===== src/oad_pkg.sv =====
`default_nettype none
package oad_pkg;
  // ----------------------------------------------------------------
  // Option-select field positions
  // ----------------------------------------------------------------
  localparam int OPT2_INST_LSB = 1;
  localparam int OPT2_INST_MSB = 3;
  localparam int OPT2_ROM_LSB  = 4;
  localparam int OPT2_ROM_MSB  = 7;
  localparam int OPT4_AP4_BIT  = 0;
  localparam int OPT4_VID_LSB  = 1;
  localparam int OPT4_VID_MSB  = 7;
  localparam int OPT5_AP1_LSB  = 0;
  localparam int OPT5_AP1_MSB  = 3;
  // ----------------------------------------------------------------
  // Address arithmetic
  // ----------------------------------------------------------------
  localparam int          ROM_STEP_SHIFT   = 13;            // 0x2000 per step
  localparam logic [31:0] ROM_ORIGIN       = 32'h000C0000;
  localparam int          COP_STRIDE_SHIFT = 7;             // 128 per instance
  localparam logic [31:0] COP_OFFSET       = 32'h00001C00;
  localparam logic [7:0]  IO_PREFIX        = 8'h21;
  localparam int          VID_REGION_SHIFT = 25;            // 32MB region
  localparam int          VID_SLICE_SHIFT  = 22;            // 4MB slice
  localparam int          AP1_SHIFT        = 20;            // 1MB
  // Window sizes as log2 of bytes
  localparam int          ROM_WIN_LOG2     = 13;
  localparam int          COP_WIN_LOG2     = 7;
  localparam int          IO_WIN_LOG2      = 4;
  // ----------------------------------------------------------------
  // Indexed display registers
  // ----------------------------------------------------------------
  localparam logic [7:0]  DISP_ID_INDEX    = 8'h52;
  localparam int          MODE_COMPAT_BIT  = 0;
  localparam int          MODE_TEXT132_BIT = 2;
  localparam logic [3:0]  DISP_ID_RESET    = 4'hF;          // No monitor code

  typedef struct packed {
    logic        live;
    logic        ap4_en;
    logic        ap1_en;
    logic [2:0]  inst;
    logic [31:0] rom_base;
    logic [31:0] cop_base;
    logic [15:0] io_base;
    logic [31:0] vid_base;
    logic [31:0] ap1_base;
  } oad_cfg_t;

  typedef struct packed {
    logic        valid;
    logic        is_io;
    logic [31:0] addr;
  } oad_req_t;

  typedef struct packed {
    logic rom;
    logic cop;
    logic io;
    logic ap4;
    logic ap1;
  } oad_sel_t;
endpackage
`default_nettype wire


===== src/oad_decoder.sv =====
`default_nettype none
module oad_decoder (
  input  wire logic             clock,
  input  wire logic             rst,
  input  wire logic [7:0]       opt2,
  input  wire logic [7:0]       opt4,
  input  wire logic [7:0]       opt5,
  input  wire oad_pkg::oad_req_t host_req,
  output logic                  claim,
  output oad_pkg::oad_sel_t     claim_sel,
  output oad_pkg::oad_sel_t     last_sel_q,
  input  wire logic [31:0]      cop_addr,
  output logic                  cop_local,
  output logic [31:0]           vid_base_q,
  input  wire logic [3:0]       monitor_id_pin,
  input  wire logic             compat_mode_en,
  input  wire logic             text132_mode_en,
  input  wire logic [7:0]       disp_index,
  output logic [7:0]            disp_data_q,
  output logic [7:0]            op_mode_q
);

  // ----------------------------------------------------------------
  // Range compare helper
  // ----------------------------------------------------------------
  function automatic logic in_win(input logic [31:0] a, input logic [31:0] base,
                                  input int log2sz);
    logic [31:0] mask;
    mask   = ~((32'h00000001 << log2sz) - 32'h00000001);
    in_win = (a & mask) == (base & mask);
  endfunction

  // ----------------------------------------------------------------
  // Base computation, refreshed every cycle from the option fields
  // ----------------------------------------------------------------
  oad_pkg::oad_cfg_t cfg_q;
  oad_pkg::oad_cfg_t cfg_d;
  logic [2:0]        inst;
  logic [3:0]        rom_fld;
  logic [6:0]        vid_fld;
  logic [3:0]        ap1_fld;

  always_comb
  begin
    inst    = opt2[oad_pkg::OPT2_INST_MSB:oad_pkg::OPT2_INST_LSB];
    rom_fld = opt2[oad_pkg::OPT2_ROM_MSB:oad_pkg::OPT2_ROM_LSB];
    vid_fld = opt4[oad_pkg::OPT4_VID_MSB:oad_pkg::OPT4_VID_LSB];
    ap1_fld = opt5[oad_pkg::OPT5_AP1_MSB:oad_pkg::OPT5_AP1_LSB];
    cfg_d          = '0;
    cfg_d.live     = 1'b1;
    cfg_d.inst     = inst;
    cfg_d.rom_base = (32'(rom_fld) << oad_pkg::ROM_STEP_SHIFT) + oad_pkg::ROM_ORIGIN;
    cfg_d.cop_base = (32'(inst) << oad_pkg::COP_STRIDE_SHIFT) + oad_pkg::COP_OFFSET
                     + cfg_d.rom_base;
    cfg_d.io_base  = {oad_pkg::IO_PREFIX, 1'b0, inst, 4'h0};
    // Full 32 bits even when the host slot is narrower
    cfg_d.vid_base = (32'(vid_fld) << oad_pkg::VID_REGION_SHIFT)
                     | (32'(inst) << oad_pkg::VID_SLICE_SHIFT);
    cfg_d.ap4_en   = opt4[oad_pkg::OPT4_AP4_BIT];
    cfg_d.ap1_en   = ap1_fld != 4'h0;
    cfg_d.ap1_base = 32'(ap1_fld) << oad_pkg::AP1_SHIFT;
  end

  // One cycle of latency after an option write; no claims until first load
  always_ff @(posedge clock)
  begin
    if (rst)
      cfg_q <= '0;
    else
      cfg_q <= cfg_d;
  end

  assign vid_base_q = cfg_q.vid_base;

  // ----------------------------------------------------------------
  // Host claim decode, same cycle as the request
  // ----------------------------------------------------------------
  always_comb
  begin
    claim_sel = '0;
    if (host_req.valid && cfg_q.live)
    begin
      if (host_req.is_io)
        claim_sel.io = in_win({16'h0000, host_req.addr[15:0]}, {16'h0000, cfg_q.io_base},
                              oad_pkg::IO_WIN_LOG2);
      else
      begin
        // Coprocessor block lies inside the ROM window and takes precedence
        claim_sel.cop = in_win(host_req.addr, cfg_q.cop_base, oad_pkg::COP_WIN_LOG2);
        claim_sel.rom = !claim_sel.cop
                        && in_win(host_req.addr, cfg_q.rom_base, oad_pkg::ROM_WIN_LOG2);
        claim_sel.ap4 = cfg_q.ap4_en
                        && in_win(host_req.addr, cfg_q.vid_base,
                                  oad_pkg::VID_SLICE_SHIFT);
        claim_sel.ap1 = cfg_q.ap1_en
                        && in_win(host_req.addr, cfg_q.ap1_base, oad_pkg::AP1_SHIFT);
      end
    end
    claim = |claim_sel;
  end

  always_ff @(posedge clock)
  begin
    if (rst)
      last_sel_q <= '0;
    else if (claim)
      last_sel_q <= claim_sel;
  end

  // Aperture enable does not matter to the coprocessor's view
  assign cop_local = cfg_q.live
                     && in_win(cop_addr, cfg_q.vid_base, oad_pkg::VID_SLICE_SHIFT);

  // ----------------------------------------------------------------
  // Display identification and mode reporting
  // ----------------------------------------------------------------
  logic [3:0] mon_meta_q;
  logic [3:0] mon_sync_q;

  // Monitor sense pins are asynchronous
  always_ff @(posedge clock)
  begin
    if (rst)
    begin
      mon_meta_q <= oad_pkg::DISP_ID_RESET;
      mon_sync_q <= oad_pkg::DISP_ID_RESET;
    end
    else
    begin
      mon_meta_q <= monitor_id_pin;
      mon_sync_q <= mon_meta_q;
    end
  end

  always_ff @(posedge clock)
  begin
    if (rst)
      disp_data_q <= 8'h00;
    else if (disp_index == oad_pkg::DISP_ID_INDEX)
      disp_data_q <= {4'h0, mon_sync_q};
    else
      disp_data_q <= 8'h00;
  end

  always_ff @(posedge clock)
  begin
    if (rst)
      op_mode_q <= 8'h00;
    else
    begin
      op_mode_q                            <= 8'h00;
      op_mode_q[oad_pkg::MODE_COMPAT_BIT]  <= compat_mode_en;
      op_mode_q[oad_pkg::MODE_TEXT132_BIT] <= text132_mode_en;
    end
  end

  // ----------------------------------------------------------------
  // Assertions
  // ----------------------------------------------------------------
  AST_ROM_BASE: assert property (@(posedge clock) disable iff (rst)
    cfg_q.live |-> cfg_q.rom_base == (32'({$past(opt2[7:4])}) * 32'h00002000 + 32'h000C0000))
    else $error("rom base wrong");

  AST_COP_BASE: assert property (@(posedge clock) disable iff (rst)
    cfg_q.live |-> cfg_q.cop_base == cfg_q.rom_base + 32'h00001C00
                   + 32'(cfg_q.inst) * 32'h00000080)
    else $error("coprocessor base wrong");

  AST_INST: assert property (@(posedge clock) disable iff (rst)
    !rst |=> cfg_q.inst == $past(opt2[3:1]))
    else $error("instance not taken from option bits");

  AST_IO_HIT: assert property (@(posedge clock) disable iff (rst)
    (cfg_q.live && host_req.valid && host_req.is_io
     && host_req.addr[15:4] == {8'h21, 1'b0, cfg_q.inst}) |-> claim && claim_sel.io)
    else $error("io block not claimed");

  AST_VID_BASE: assert property (@(posedge clock) disable iff (rst)
    cfg_q.live |-> vid_base_q[31:22] == {$past(opt4[7:1]), $past(opt2[3:1])}
                   && vid_base_q[21:0] == 22'h000000)
    else $error("video base wrong");

  AST_AP4_OFF: assert property (@(posedge clock) disable iff (rst)
    !cfg_q.ap4_en |-> !claim_sel.ap4)
    else $error("4MB aperture claimed while disabled");

  AST_AP4_HIT: assert property (@(posedge clock) disable iff (rst)
    (cfg_q.live && cfg_q.ap4_en && host_req.valid && !host_req.is_io
     && host_req.addr[31:22] == vid_base_q[31:22]) |-> claim && claim_sel.ap4)
    else $error("4MB aperture not claimed");

  AST_COP_LOCAL: assert property (@(posedge clock) disable iff (rst)
    cfg_q.live |-> cop_local == (cop_addr[31:22] == vid_base_q[31:22]))
    else $error("local video decision wrong");

  AST_AP1: assert property (@(posedge clock) disable iff (rst)
    claim_sel.ap1 |-> $past(opt5[3:0]) != 4'h0 && host_req.addr[31:20] == 12'($past(opt5[3:0])))
    else $error("1MB aperture decode wrong");

  AST_DISP_ID: assert property (@(posedge clock) disable iff (rst)
    (disp_index == 8'h52) ##1 !rst |-> disp_data_q[3:0] == $past(mon_sync_q))
    else $error("display id not returned");

  AST_MODE: assert property (@(posedge clock) disable iff (rst)
    ##1 1'b1 |-> op_mode_q[0] == $past(compat_mode_en) && op_mode_q[2] == $past(text132_mode_en))
    else $error("mode bits wrong");

  AST_CLAIM_VALID: assert property (@(posedge clock) disable iff (rst)
    claim |-> host_req.valid && cfg_q.live)
    else $error("claim without request");

  COV_IO:   cover property (@(posedge clock) disable iff (rst) claim_sel.io);
  COV_COP:  cover property (@(posedge clock) disable iff (rst) claim_sel.cop);
  COV_AP4:  cover property (@(posedge clock) disable iff (rst) claim_sel.ap4);
  COV_AP1:  cover property (@(posedge clock) disable iff (rst) claim_sel.ap1);
  COV_ROM:  cover property (@(posedge clock) disable iff (rst) claim_sel.rom);

endmodule
`default_nettype wire


===== config.mk =====
export PLATFORM = sky130hd
export DESIGN_NAME = oad_decoder
export DESIGN_NICKNAME = d
export VERILOG_FILES = /design/src/oad_pkg.sv /design/src/oad_decoder.sv
export SDC_FILE = /design/constraint.sdc
export NUM_CORES = 1
export LEC_CHECK = 0
export BUFFER_PORTS_ARGS = -buffer_cell sky130_fd_sc_hd__buf_2
export CAP_MARGIN = 20
export CORE_MARGIN = 8
export CORE_UTILIZATION = 42
export CTS_CLUSTER_DIAMETER = 200
export CTS_CLUSTER_SIZE = 40
export DETAILED_ROUTE_END_ITERATION = 8
export GPL_ROUTABILITY_DRIVEN = 0
export GPL_TIMING_DRIVEN = 0
export PLACE_DENSITY = 0.86
export SYNTH_ARGS = -nofsm -noshare
export SYNTH_HDL_FRONTEND = slang
export SYNTH_SLANG_ARGS = --single-unit

===== constraint.sdc =====
create_clock -name clock -period 3.38 [get_ports clock]
set_clock_uncertainty 0.15 [all_clocks]
set_input_delay 0.169 -clock clock [delete_from_list [all_inputs] [get_ports clock]]
set_output_delay 0.169 -clock clock [all_outputs]
set_load 0.1 [all_outputs]

==> metrics.md <==
| Metric | Value |
|---|---|
| Die width | 85.3 um |
| EDFF count, synth | 0 |
| Via-to-Cell Ratio | 4.26 |
| Residual DRC | 0 |
| Tmin final | about 2.6 ns |
| Register area share after synthesis | about two fifths |
| Post-cts resize count | 0 |
| Buffers & Inverters on Critical Path | 2 |
| Number of global-route vias before repair | 1,903 |
| Met3 Usage GRT | 6.18% |
| Data required, critical path | 3.06 ns |
| CTS Buffer Depth | 2 |
| Ys async rst share | 0% |
| Slew of the pin with the lowest slew margin | about 0.5 ns |
| Slew Viols, Final | 0 |
| CP Capture Type | primary output |
| Avg Cell Area, Syn | 9.43 sq um |
| Die area | about 7300 sq um |
| Ant. Diodes | 0 |
| Final-report hold violation count | 0 |
| Final setup viols | 0 |
| H-tree levels | 2 |
| Slowest stage delay, CP | 0.52 ns |
| F_max | 386 MHz |
| Final Worst Setup Slack | 0.792 ns |
| Most frequent cell after synthesis | buf_4 |
| Crit path DAT | 2.27 ns |
| Placed cell count | 401 |
| Unrepaired setup endpoints after global routing | no |
| Clk_lat worst skew | 0.29 ns |
| Post-synth top area cell | dfxtp_1 |
| Met1 usage | 15.4% |
| Main synth FF type | dfxtp_1 |
| Fraction of layout cells with a size suffix above 1 | 42.7% |
| Crit path cell chain | and3b_1, nand3_1, or4_1, buf_2, nor2_1, buf_2 |
| Post-Syn Instances | 214 |
| GRT Overall Usage | between 10% and 20% |
| Power Density | between 400 and 500 nW/um^2 |
| Startpoint Class | flop |
| Ranking of synthesized cells by area | dfxtp_1, buf_4, xnor2_1 |
| Initial core utilization | 43.0% |
| Final WL | a little under 6 mm |
| P_leak | 1.57 nW |
| Nets | 489 |
| Final period util | 76.6% |
| Post-DRT Antenna Nets | 0 |
| Setup TNS | 0 ns |
| Kind of critical path | reg2out |
| Fin cells | ~440 |
| M2 GR Usage | 29.4% |
| Area Overhead vs Synth | 54.0% |
| Final Cell Area | between 3000 and 4000 sq um |
| DRC violation total after the first TritonRoute iteration | 25 |
| Die extent in y | 85.3 um |
| Post-synth top area share | 40.7% |
| TritonRoute pass-1 iters | 4 |
| GRT busiest layer | met2 |
| CTS tree | built |
| Top cells by count, synth | buf_4, dfxtp_1, xnor2_1 |
| Total congestion overflow | 0 |
| Multi-input gate area | 956 sq um |
| Placed Area | 2710 sq um |
| Yosys cell types | 30 |
| Root Driver | clkbuf_8 |
| Row cnt | 25 |
| Slew margin rel. | 65.3% |
| Hold Path Class | in2reg |
| Number of CTS-inserted buffers | 5 |
| Post-DR wirelength/cell | about 13 um |
| Vias post-DR | 1,868 |
| Clk sinks | 41 |
| Dpl ws | 1.02 ns |
| Max Cap Viol | 0 |
| Core box area | 4690 sq um |
| Postcts setup bufs | 0 |
| Largest net degree at the start of global routing | 14 |
| CP max stage cell | or4_1 |
| Mapped cell area | 2020 sq um |
| DP HPWL | 4.64 mm |
| Crit path top cell by count | buf_2 |
| Clock transition at the registers of the reported paths | ~0.08 ns |
| I/O pins | 166 |
| First-pass GRT wire length | 9.13 mm |
| Status | complete, no violations |
| Sequential cell area | between 800 and 900 sq um |
| VDD IR max | between 0.2 and 0.3 mV |
| Worst path top cell family by delay | simple AND/OR/NAND/NOR gates |
| Fillcell total | 372 |
| Final core occ | 66.2% |
| Antenna violations before repair | 0 |
| Port bufs | ~100 |
| Critical path peak fanout | 8 |
| Yosys reg bits | 41 |
| Ys Warns | 0 |
## layer usage
metal | wire, um | vias to the layer above
met1 | 2100 | 816
met3 | 535 | 6
met5 | 0 | -
met2 | 3130 | 78
met4 | 69 | 0
li1 | - | 968
## where the power goes
| group | switching, mW | internal (mW) | total [mW] |
|---|---|---|---|
| Combinational | 0.273 | 0.129 | 0.402 |
| Sequential | 0.0145 | 0.503 | 0.517 |
| Clock | 0.166 | 0.188 | 0.354 |
| Total | 0.453 | 0.820 | 1.27 |
## cells by family after synthesis
group                     count (synthesis)  synth area share, %
and+or+nand+nor                          77                 24.1
buffers and inverters                    53                 17.7
DFF                                      41                 40.7
xor gates and xnor gates                 34                 14.8
AOI/OAI and AO/OA                         8                 2.54
other                                     1                0.186
## worst reg2reg max path: stages, from the launching register on
cell	delay, ns
dfxtp_1	0.36
and3b_1	0.21
nand3_1	0.11
or4_1	0.52
buf_2	0.18
and4_1	0.18
o21a_1	0.16
## path summary, 6_finish.rpt
path                      start             end  slack [ns]  depth (start not counted)
hold reg to reg   mon_meta_q[1]   mon_sync_q[1]        0.26                          1
setup reg to reg      cfg_q[72]   last_sel_q[4]        1.41                          6
hold / removal    disp_index[3]  disp_data_q[0]        0.05                          3
setup / recovery      cfg_q[72]    claim_sel[3]        0.79                          6
## placed cells by master, fill, tap and decap left out, drive strengths merged
cell type and instances:
buf 145, dfxtp 41, conb 32, dlygate4sd3 29, xnor2 28, nor2b 22
clkbuf 11, nand4 10, or2 8, inv 7, nor4 7, xor2 6
nor3 5, nor2 5, nand3 4, and2 4, and4 3, a21oi 3
and3 2, nand2 2, a31oi 2, o21a 2, and3b 1, nand4b 1
or4 1, or3 1, o2111ai 1, nand4bb 1
## registers in the layout, summed over array words and instances (netlist names)
register and count:
last_sel_q 5, vid_base_q 7, cfg_q 15, disp_data_q 4, mon_meta_q 4, op_mode_q 2
mon_sync_q 4
## stage by stage
| step | hold WS, ns | power, mW |
|---|---|---|
| after global routing | 0.0469 | 1.33 |
| after detailed placement | 0.204 | 0.901 |
| final | 0.0531 | 1.27 |
| after global placement | 0.203 | 0.897 |
| after CTS | 0.0389 | 1.28 |
| after floorplan | 0.0906 | 0.831 |
## layout make-up
class,count,share of cell area (%)
inverters,6,0.725
multi-input cells,151,30.8
well taps,54,2.17
flip-flops and latches,41,26.4
plain buffers,47,10.8
clock inverters,1,0.282
repair buffers,131,25.8
clock buffers,7,3.10
## repair_timing
action / 4_1_cts / 5_1_grt
hold buffers: 29 / 0
endpoints found under the hold margin: 26 / 0
setup endpoints to repair: 0 / 0
(Power assumes the default switching activity.)
